===== config.mk =====
export PLATFORM = sky130hd
export DESIGN_NAME = omc_top
export DESIGN_NICKNAME = d
export VERILOG_FILES = /design/src/hw/omc_pkg.sv /design/src/hw/omc_top.sv
export SDC_FILE = /design/constraint.sdc
export NUM_CORES = 1
export LEC_CHECK = 0
export ABC_CLOCK_PERIOD_IN_PS = 4000
export BUFFER_PORTS_ARGS = -buffer_cell sky130_fd_sc_hd__buf_4
export CAP_MARGIN = 20
export CORE_MARGIN = 4
export CORE_UTILIZATION = 45
export DETAILED_ROUTE_END_ITERATION = 16
export PLACE_DENSITY = 0.77
export SLEW_MARGIN = 10
export SYNTH_ARGS = -nofsm -noshare
export SYNTH_HDL_FRONTEND = slang
export SYNTH_SLANG_ARGS = --single-unit

===== constraint.sdc =====
create_clock -name core_clk_in -period 4 [get_ports core_clk_in]
set_clock_uncertainty 0.1 [all_clocks]
set_input_delay 0.8 -clock core_clk_in [delete_from_list [all_inputs] [get_ports core_clk_in]]
set_output_delay 0.8 -clock core_clk_in [all_outputs]
set_load 0.01 [all_outputs]

===== src/hw/omc_pkg.sv =====
`default_nettype none
// ***************************************************************
// operation mode controller shared definitions
// ***************************************************************
package omc_pkg;
   // operating modes of the controller
   typedef enum logic [1:0] {MODE_STOP, MODE_RUN, MODE_PAUSE, MODE_DEBUG} omc_mode_e;
   // entry processing phases
   typedef enum logic [1:0] {EP_IDLE, EP_INIT, EP_CLEAR, EP_OREF} omc_phase_e;
   // restart types for data area initialisation
   localparam logic [1:0] RST_COLD = 2'h0;
   localparam logic [1:0] RST_WARM = 2'h1;
   localparam logic [1:0] RST_HOT = 2'h2;
   // mode switch pin encoding
   localparam logic [1:0] SW_STOP = 2'h0;
   localparam logic [1:0] SW_RUN = 2'h1;
   localparam logic [1:0] SW_PAUSE_REMOTE = 2'h2;
   // register byte offsets
   localparam logic [7:0] OFS_CTRL = 8'h00;
   localparam logic [7:0] OFS_CMD = 8'h04;
   localparam logic [7:0] OFS_STATUS = 8'h08;
   localparam logic [7:0] OFS_DBG_CFG = 8'h0c;
   localparam logic [7:0] OFS_TASK_EN = 8'h10;
   localparam logic [7:0] OFS_DBG_CTRL = 8'h14;
   // field positions
   localparam int CTRL_COMM_EN = 0;
   localparam int CTRL_RESTART_LO = 1;
   localparam int CMD_SRC_NET = 2;
   localparam int ST_SW_LO = 2;
   localparam int ST_REMOTE = 4;
   localparam int ST_HALTED = 5;
   localparam int ST_REFUSED = 6;
   localparam int ST_STOP_PEND = 7;
   localparam int DBG_STEP = 0;
   localparam int DBG_BP = 1;
   localparam int DBG_DEV = 2;
   localparam int DBG_SCANS = 3;
   localparam int DBG_CNT_LO = 16;
   localparam int DBG_RESUME = 0;
   // reset values
   localparam logic RST_COMM_EN = 1'h1;
   localparam logic [1:0] RST_RESTART = RST_COLD;
   // apb request carrier
   typedef struct packed {
      logic psel;
      logic penable;
      logic pwrite;
      logic [7:0] paddr;
      logic [31:0] pwdata;
   } omc_apb_req_s;
endpackage
`default_nettype wire


===== src/hw/omc_top.sv =====
// Contract
// - always exactly one of four modes
// - run entry initialises data per restart type
// - program validity checked before run starts
// - run scans refresh io, execute, allow interrupts
// - diagnostics and communications served in every mode
// - stop refreshes io without executing program
// - stop entry clears output image, refreshes outputs
// - pause suspends, run resumes exact state
// - pause entry keeps data and images unchanged
// - debug entered only from stop
// - debug entry initialises, clears, refreshes outputs
// - debug does one io refresh per scan
// - debug halts on any enabled condition
// - debug enables interrupt tasks individually
// - four request sources accepted
// - switch moves decoded to local modes
// - pause_remote to run keeps running
// - tool requests only in remote stop
// - listed remote transitions allowed
// - listed remote transitions refused
// - comm enable clear refuses network requests
`timescale 1ns/1ps
`default_nettype none
module omc_top #(
   parameter int SCAN_W = 16,
   parameter int TASK_N = 8
) (
   // clock and reset
   input wire logic core_clk_in,
   input wire logic rst_b_in,
   // apb slave
   input wire omc_pkg::omc_apb_req_s apb_in,
   output logic [31:0] prdata_out,
   output logic pready_out,
   output logic pslverr_out,
   // mode switch pins and core events
   input wire logic [1:0] mode_sw_in,
   input wire logic prog_valid_in,
   input wire logic stop_instr_in,
   input wire logic scan_done_in,
   input wire logic step_done_in,
   input wire logic bp_hit_in,
   input wire logic dev_match_in,
   // scan control to the core
   output logic [1:0] mode_out,
   output logic [1:0] restart_type_out,
   output logic init_data_out,
   output logic clear_out_image_out,
   output logic out_refresh_out,
   output logic io_refresh_out,
   output logic exec_en_out,
   output logic service_en_out,
   output logic [TASK_N-1:0] task_en_out
);
   // ***************************************************************
   // elaboration checks
   // ***************************************************************
   if (SCAN_W < 2 || SCAN_W > 16) begin : g_bad_scan
      $error("SCAN_W must be 2..16");
   end
   if (TASK_N < 1 || TASK_N > 16) begin : g_bad_task
      $error("TASK_N must be 1..16");
   end

   // ***************************************************************
   // state
   // ***************************************************************
   typedef struct packed {
      omc_pkg::omc_mode_e mode; // current mode
      omc_pkg::omc_phase_e phase; // entry processing step
      logic [1:0] sw_m; // switch sync first stage
      logic [1:0] sw_s; // switch sync second stage
      logic [1:0] sw_prev; // last settled position
      logic remote_en; // remote stop reached from stop
      logic stop_pend; // stop instruction seen this scan
      logic halted; // debug stopped on a condition
      logic refused; // sticky refused request flag
      logic [SCAN_W-1:0] scan_left; // debug scans remaining
      logic comm_en; // network may change mode
      logic [1:0] restart; // restart type
      logic [3:0] dbg_en; // enabled halt conditions
      logic [SCAN_W-1:0] dbg_cnt; // scans to run in debug
      logic [TASK_N-1:0] task_mask; // debug task enables
      logic pready; // apb ready
      logic pslverr; // apb error
      logic [31:0] prdata; // apb read data
      logic o_init; // data init pulse
      logic o_clear; // output image clear pulse
      logic o_oref; // output refresh pulse
      logic o_ioref; // per scan io refresh pulse
      logic o_exec; // program execution enable
      logic o_svc; // diagnostics and comm service enable
      logic [TASK_N-1:0] o_task; // interrupt task enables
   } omc_state_s;
   omc_state_s s; // registered state
   omc_state_s next_s; // next state
   logic rst_m; // reset release first stage
   logic rst_b; // synchronised reset

   // ***************************************************************
   // decoding helpers
   // ***************************************************************
   // map an offset to a register index, 7 when unmapped
   function automatic logic [2:0] omc_dec(input logic [7:0] a);
      case (a)
         omc_pkg::OFS_CTRL: omc_dec = 3'h0;
         omc_pkg::OFS_CMD: omc_dec = 3'h1;
         omc_pkg::OFS_STATUS: omc_dec = 3'h2;
         omc_pkg::OFS_DBG_CFG: omc_dec = 3'h3;
         omc_pkg::OFS_TASK_EN: omc_dec = 3'h4;
         omc_pkg::OFS_DBG_CTRL: omc_dec = 3'h5;
         default: omc_dec = 3'h7;
      endcase
   endfunction
   // tool transition table, same for both tool sources
   function automatic logic omc_tool_ok(input omc_pkg::omc_mode_e f,
                                        input omc_pkg::omc_mode_e t);
      case (f)
         omc_pkg::MODE_STOP: omc_tool_ok = (t == omc_pkg::MODE_RUN) ||
                                           (t == omc_pkg::MODE_DEBUG);
         omc_pkg::MODE_RUN: omc_tool_ok = (t == omc_pkg::MODE_PAUSE) ||
                                          (t == omc_pkg::MODE_STOP);
         omc_pkg::MODE_PAUSE: omc_tool_ok = (t == omc_pkg::MODE_RUN) ||
                                            (t == omc_pkg::MODE_STOP);
         default: omc_tool_ok = (t == omc_pkg::MODE_STOP);
      endcase
   endfunction

   // ***************************************************************
   // reset release
   // ***************************************************************
   // assert at once, release two edges later to avoid recovery hazards
   always_ff @(posedge core_clk_in or negedge rst_b_in) begin
      if (!rst_b_in) begin
         rst_m <= 1'b0;
         rst_b <= 1'b0;
      end else begin
         rst_m <= 1'b1;
         rst_b <= rst_m;
      end
   end

   // ***************************************************************
   // next state
   // ***************************************************************
   always_comb begin
      logic acc; // apb access completes this edge
      logic wr; // completing write
      logic [2:0] idx; // decoded register
      logic req; // a mode change is requested
      logic local_req; // request from switch or stop instruction
      logic net_src; // tool request came over the network
      omc_pkg::omc_mode_e tgt; // requested mode
      logic ok; // request accepted
      acc = apb_in.psel && apb_in.penable && s.pready;
      wr = acc && apb_in.pwrite;
      idx = omc_dec(apb_in.paddr);
      req = 1'b0;
      local_req = 1'b0;
      net_src = apb_in.pwdata[omc_pkg::CMD_SRC_NET];
      tgt = s.mode;
      ok = 1'b0;
      next_s = s;
      // switch pins pass two flops before use
      next_s.sw_m = mode_sw_in;
      next_s.sw_s = s.sw_m;
      next_s.sw_prev = s.sw_s;
      // apb handshake, one wait state
      next_s.pready = apb_in.psel && apb_in.penable && !s.pready;
      next_s.pslverr = apb_in.psel && apb_in.penable && !s.pready && (idx == 3'h7);
      next_s.prdata = 32'h0000_0000;
      // stop instruction is only meaningful while running
      if (stop_instr_in && s.mode == omc_pkg::MODE_RUN) begin
         next_s.stop_pend = 1'b1;
      end
      // request sources, switch first, then stop instruction, then tools
      if (s.sw_s != s.sw_prev) begin
         req = 1'b1;
         local_req = 1'b1;
         next_s.remote_en = 1'b0;
         case (s.sw_s)
            omc_pkg::SW_RUN: tgt = omc_pkg::MODE_RUN;
            omc_pkg::SW_STOP: tgt = omc_pkg::MODE_STOP;
            omc_pkg::SW_PAUSE_REMOTE: begin
               if (s.sw_prev == omc_pkg::SW_RUN) begin
                  tgt = omc_pkg::MODE_PAUSE;
               end else begin
                  tgt = omc_pkg::MODE_STOP;
                  next_s.remote_en = 1'b1;
               end
            end
            default: req = 1'b0; // unused code ignored
         endcase
      end else if (s.stop_pend && scan_done_in) begin
         req = 1'b1;
         local_req = 1'b1;
         tgt = omc_pkg::MODE_STOP;
      end else if (wr && idx == 3'h1) begin
         req = 1'b1;
         tgt = omc_pkg::omc_mode_e'(apb_in.pwdata[1:0]);
      end
      // gate tool requests on remote stop, enable and table
      if (req) begin
         if (local_req) begin
            ok = 1'b1;
         end else begin
            ok = s.remote_en && (!net_src || s.comm_en)
                 && omc_tool_ok(s.mode, tgt);
         end
         // debug only from stop, whatever the source
         if (tgt == omc_pkg::MODE_DEBUG && s.mode != omc_pkg::MODE_STOP) begin
            ok = 1'b0;
         end
         // run from stop or debug needs a valid program
         if (tgt == omc_pkg::MODE_RUN && (s.mode == omc_pkg::MODE_STOP ||
             s.mode == omc_pkg::MODE_DEBUG) && !prog_valid_in) begin
            ok = 1'b0;
         end
      end
      // apply accepted change with its entry processing
      if (req && ok && tgt != s.mode) begin
         next_s.mode = tgt;
         case (tgt)
            omc_pkg::MODE_RUN: begin
               // resume from pause keeps everything as it was
               if (s.mode != omc_pkg::MODE_PAUSE) begin
                  next_s.phase = omc_pkg::EP_INIT;
               end else begin
                  next_s.phase = omc_pkg::EP_IDLE;
               end
            end
            omc_pkg::MODE_STOP: begin
               next_s.phase = omc_pkg::EP_CLEAR;
               next_s.stop_pend = 1'b0;
            end
            omc_pkg::MODE_DEBUG: begin
               next_s.phase = omc_pkg::EP_INIT;
               next_s.halted = 1'b0;
               next_s.scan_left = s.dbg_cnt;
            end
            default: next_s.phase = omc_pkg::EP_IDLE;
         endcase
      end else begin
         if (req && !ok) begin
            next_s.refused = 1'b1;
         end
         // entry steps run one per cycle
         case (s.phase)
            omc_pkg::EP_INIT: begin
               if (s.mode == omc_pkg::MODE_DEBUG) begin
                  next_s.phase = omc_pkg::EP_CLEAR;
               end else begin
                  next_s.phase = omc_pkg::EP_IDLE;
               end
            end
            omc_pkg::EP_CLEAR: next_s.phase = omc_pkg::EP_OREF;
            omc_pkg::EP_OREF: next_s.phase = omc_pkg::EP_IDLE;
            default: next_s.phase = omc_pkg::EP_IDLE;
         endcase
      end
      // register writes; hardware set above wins over a clear
      if (wr) begin
         case (idx)
            3'h0: begin
               next_s.comm_en = apb_in.pwdata[omc_pkg::CTRL_COMM_EN];
               next_s.restart = apb_in.pwdata[omc_pkg::CTRL_RESTART_LO +: 2];
            end
            3'h2: begin
               if (apb_in.pwdata[omc_pkg::ST_REFUSED] && !(req && !ok)) begin
                  next_s.refused = 1'b0;
               end
            end
            3'h3: begin
               next_s.dbg_en = apb_in.pwdata[3:0];
               next_s.dbg_cnt = apb_in.pwdata[omc_pkg::DBG_CNT_LO +: SCAN_W];
            end
            3'h4: next_s.task_mask = apb_in.pwdata[TASK_N-1:0];
            3'h5: begin
               if (apb_in.pwdata[omc_pkg::DBG_RESUME]) begin
                  next_s.halted = 1'b0;
                  next_s.scan_left = s.dbg_cnt;
               end
            end
            default: next_s.pslverr = 1'b0; // nothing stored
         endcase
      end
      // debug halt conditions, any enabled one stops execution
      if (s.mode == omc_pkg::MODE_DEBUG && next_s.mode == omc_pkg::MODE_DEBUG &&
          s.phase == omc_pkg::EP_IDLE && !s.halted) begin
         if (scan_done_in) begin
            next_s.scan_left = s.scan_left - 1'b1;
         end
         if ((s.dbg_en[omc_pkg::DBG_STEP] && step_done_in) ||
             (s.dbg_en[omc_pkg::DBG_BP] && bp_hit_in) ||
             (s.dbg_en[omc_pkg::DBG_DEV] && dev_match_in) ||
             (s.dbg_en[omc_pkg::DBG_SCANS] && scan_done_in &&
              s.scan_left <= SCAN_W'(1))) begin
            next_s.halted = 1'b1;
         end
      end
      // read data, captured with the ready
      if (apb_in.psel && apb_in.penable && !s.pready) begin
         case (idx)
            3'h0: next_s.prdata = {29'h0, s.restart, s.comm_en};
            3'h2: next_s.prdata = {24'h0, s.stop_pend, s.refused, s.halted,
                                   s.remote_en, s.sw_s, s.mode};
            3'h3: next_s.prdata = 32'({s.dbg_cnt, 12'h0, s.dbg_en});
            3'h4: next_s.prdata = {(32 - TASK_N)'(0), s.task_mask};
            default: next_s.prdata = 32'h0000_0000; // command, debug control and unmapped
         endcase
      end
      // outputs, registered from the next state
      next_s.o_init = (next_s.phase == omc_pkg::EP_INIT);
      next_s.o_clear = (next_s.phase == omc_pkg::EP_CLEAR);
      next_s.o_oref = (next_s.phase == omc_pkg::EP_OREF);
      // io refresh once per scan in every mode
      next_s.o_ioref = scan_done_in && (next_s.phase == omc_pkg::EP_IDLE);
      next_s.o_exec = (next_s.phase == omc_pkg::EP_IDLE) &&
                      ((next_s.mode == omc_pkg::MODE_RUN) ||
                       (next_s.mode == omc_pkg::MODE_DEBUG && !next_s.halted));
      next_s.o_svc = 1'b1;
      case (next_s.mode)
         omc_pkg::MODE_RUN: next_s.o_task = '1;
         omc_pkg::MODE_DEBUG: next_s.o_task = next_s.task_mask;
         default: next_s.o_task = '0;
      endcase
   end

   // ***************************************************************
   // state register
   // ***************************************************************
   // reset puts the controller in stop with outputs quiet
   always_ff @(posedge core_clk_in or negedge rst_b) begin
      if (!rst_b) begin
         s <= '0;
         s.mode <= omc_pkg::MODE_STOP;
         s.comm_en <= omc_pkg::RST_COMM_EN;
         s.restart <= omc_pkg::RST_RESTART;
      end else begin
         s <= next_s;
      end
   end

   // ***************************************************************
   // outputs
   // ***************************************************************
   assign prdata_out = s.prdata;
   assign pready_out = s.pready;
   assign pslverr_out = s.pslverr;
   assign mode_out = s.mode;
   assign restart_type_out = s.restart;
   assign init_data_out = s.o_init;
   assign clear_out_image_out = s.o_clear;
   assign out_refresh_out = s.o_oref;
   assign io_refresh_out = s.o_ioref;
   assign exec_en_out = s.o_exec;
   assign service_en_out = s.o_svc;
   assign task_en_out = s.o_task;
endmodule // omc_top
`default_nettype wire


==> impl_summary.txt <==
----------------------------------------------------
[CTS]
  Number of CTS-inserted buffers ... 9
  Total of cells resized after clock tree synthesis ... 0
  Clk Latency, worst-skew pair ... 0.34 ns
  Clock tree root buffer cell ... clkbuf_16
  Reg clk slew, reported paths ... 0.06 ns
  Setup repair bufs after CTS ... 0
  CTS H-tree lvls ... 3
  CTS tree ... done
  # hold bufs at CTS ... 0
  Buffer levels on the longest clock path ... 2
  Sinks on the clock net ... 103

[Pwr]
  VDD IR max ... roughly 0.00025 V
  Switching share of power ... 31.52%
  Cell internal pwr ... 2.083 mW
  Reg power frac ... 44.8%
  Net switching power of the design ... 0.9590 mW
  Part of the power in combinational logic ... 27.1%
  Final total power ... around 3 mW
  Clock group share of total power ... 28.0%
  Static Leak ... 2.972 nW
  Power Density ... 512.3 mW/mm^2

[Placement]
  PortBufs ... 88
  GP Congestion ... between 0.8 and 0.9
  Hpwl dp ... between 8 and 9 mm
  Count of placed standard cells including taps ... 684

[Synthesis]
  Combinational family with the most area after synthesis ... simple AND/OR/NAND/NOR gates
  Share of cell area taken by muxes after synthesis ... around 7.6%
  Adder and majority gate portion of the synthesized area ... approximately 2.5%
  Area leader, netlist ... dfrtp_1
  Flip-flop and latch count after synthesis ... 103
  Area share of and/or/nand/nor cells after synthesis ... 14.18%
  Post-synthesis sequential area ratio ... 50.83%
  Share of synthesized flip-flops with an asynchronous set or reset ... 100.0%
  Number of unique standard cell types used by synthesis ... 59
  Compound-Gate Fraction of Synth Area ... 13.83%
  Synthesized instance count ... slightly below 500
  Fraction of post-synthesis cell area in the top cell type by area ... 50.31%
  Xor/xnor cell area share of the yosys netlist ... 0.3453%
  Main area contributors after synthesis ... dfrtp_1 50%, buf_4 6.5%, mux2_2 4.4%
  Most instantiated flip-flop cell in the synthesis netlist ... dfrtp_1
  Synthesized cell area ... 0.005074 sq mm
  Yosys warns ... 0
  Post-Synthesis Mean Instance Area ... 10.29 sq um
  Number of flops mapped to enable cells by yosys ... 0

[Route]
  Count of nets left with antenna violations after detail routing ... 0
  Routed wire length per instance ... 16.51 um
  Final Routed Wirelength ... 11.56 mm
  DRC viols ... 0
  Total via count in the routed design ... 3768
  Average vias per placed instance ... between 5 and 6
  Number of DRC violations after detailed-routing iteration 0 ... around 220
  TritonRoute pass-1 iters ... 5

[Critical path]
  Most frequent CP cell ... buf_4
  Family with the most delay on the worst path ... compound AO/OA/AOI/OAI gates
  Critical path class ... in2reg
  Buffering stage count on the worst path with inverters included ... 2
  Critical Path Slowest Stage Cell ... or4_4
  Series of cell instances along the critical path ... buf_4, or4_4, o41ai_2, o211ai_1, o32a_1, a32o_1, or3_1, buf_4, a21o_1, o22ai_1, a21oi_1
  Largest fanout on the critical path ... 14
  Arr. time, crit path ... 3.69 ns
  Element type at the critical path end ... flop
  Kind of start point of the critical path ... input port
  Data required time of the worst path ... 4.12 ns
  Longest individual stage delay on the worst path ... 0.58 ns

[Die]
  Top-Level Pins ... between 100 and 150
  Height of the chip ... approximately 110 um
  X dimension of the die ... roughly 110 um
  Placement Rows ... 38
  Starting utilization of the core area ... 46.40%
  Area of the die ... about 0.013 sq mm
  Core footprint ... 0.01094 sq mm

[Finish]
  Area growth from synthesis to final layout ... 17.04%
  Antenna cells ... 0
  FILL cells ... between 900 and 1000
  Share of layout cells above drive strength 1 ... 27.68%
  Final instance count without filler cells ... 700
  Leading cell types in the layout, fill and taps excluded ... 101 x dfrtp_1, 101 x buf_4, 38 x inv_1, 35 x nand2_1, 33 x a21oi_1
  Total number of nets in the final design ... 618

[Global route]
  Global-route wire length before repair ... 18.90 mm
  Number of antenna violations at the first check in global routing ... 0
  Global router's overall resource usage ... 18.17%
  Total congestion overflow ... 0
  Pin count of the biggest net entering global routing ... 72
  Vias in the first global route ... 3856

[STA]
  Headroom to the max-slew limit ... 40.55%
  Number of endpoints failing setup at the final stage ... 0
  Fin crit share ... between 80 and 90%
  Count of final hold-check violations ... 0
  Final worst path period need ... 3.572 ns
  Count of final max-slew check failures ... 0
  Slew at the pin closest to its max-slew limit ... 0.8917 ns
  Unrepaired setup endpoints after global routing ... no
  Setup_tns ... 0 ns
  Top achievable clock speed ... 0.2799 GHz

[Run status]
  Result of the run ... complete, no violations

[Hold path]
  Tightest Hold Check Type ... in2async

[Run]
  Maxcap violations ... 0

----------------------------------------------------
stage by stage:
stage               util (%)  worst slack, ns  hold slack, ns  cell area, sq um
CTS                    54.30           0.4512          0.1231              5938
finish                 54.30           0.4275          0.1361              5938
global route           54.30           0.2630          0.1217              5938
floorplan                  -           0.3083          0.2312              5104
global placement       51.65           0.1289          0.2356              5648
detailed placement     51.65          0.09907          0.2378              5648
logic make-up after synthesis:
logic type	after synthesis
AOI/OAI and AO/OA	108
xor gates and xnor gates	2
adders and majority gates	10
buffers and inverters	96
DFF	103
muxes	34
other	2
and+or+nand+nor	138
synth_stat cells, drive strengths merged (2+ instances only):
cell type / n
dfrtp: 102
buf: 48
inv: 38
nand2: 35
a21oi: 33
o21ai: 28
nor2: 25
mux2: 23
and2: 19
nand3: 12
o22ai: 12
mux2i: 11
clkbuf: 10
ha: 10
a22oi: 8
nand4: 8
nor3: 7
or2: 6
and3: 5
nor2b: 5
nor4: 5
o211ai: 4
a32o: 3
nand2b: 3
or4: 3
a21boi: 2
a21o: 2
a31o: 2
a31oi: 2
conb: 2
o32a: 2
o32ai: 2
o41ai: 2
power groups by stage:
stage	Clock, mW	Sequential, mW	Combinational (mW)
finish	0.853	1.36	0.825
global route	0.918	1.39	0.920
CTS	0.878	1.36	0.826
detailed placement	0	1.38	0.819
global placement	0	1.37	0.783
floorplan	0	1.34	0.594
layout make-up:
class / count / area, sq um / share of cell area, %
Tap cell: 140 / 175.2 / 2.950
Sequential cell: 103 / 2582 / 43.49
Inverter: 38 / 142.6 / 2.402
Clock inverter: 5 / 57.56 / 0.9692
Timing Repair Buffer: 101 / 758.2 / 12.77
Clock buffer: 11 / 232.7 / 3.919
Multi-Input combinational cell: 302 / 1989 / 33.50
flip-flops by register name (all words and copies together), names as in the netlist:
| signal | cells |
|---|---|
| out_refresh_out | 1 |
| clear_out_image_out | 1 |
| mode_out | 2 |
| next_s | 4 |
| service_en_out | 1 |
| rst_m | 1 |
| restart_type_out | 2 |
| init_data_out | 1 |
| prdata_out | 24 |
| pslverr_out | 1 |
| exec_en_out | 1 |
| rst_b | 1 |
| io_refresh_out | 1 |
| pready_out | 1 |
| task_en_out | 8 |
| s | 53 |
final timing paths:
| check | from | end | slack [ns] | depth (start not counted) |
|---|---|---|---|---|
| min in group core_clk_in | next_s[102] | next_s[100] | 0.25 | 0 |
| max in group asynchronous | rst_b | s[52] | 2.52 | 1 |
| hold reg to reg | next_s[102] | next_s[100] | 0.25 | 0 |
| setup reg to reg | pready_out | s[84] | 0.65 | 10 |
| hold / removal | rst_b_in | rst_b | 0.14 | 1 |
| setup / recovery | apb_in[36] | s[84] | 0.43 | 11 |
metal layers:
metal	GRT usage, %	vias to the layer above	routed length, um
li1	-	1777	-
met1	24.30	1868	5041
met2	29.70	104	5720
met3	3.383	19	575
met4	6.492	0	221
met5	0	-	0
No activity file was read; power rests on OpenSTA's default activity.
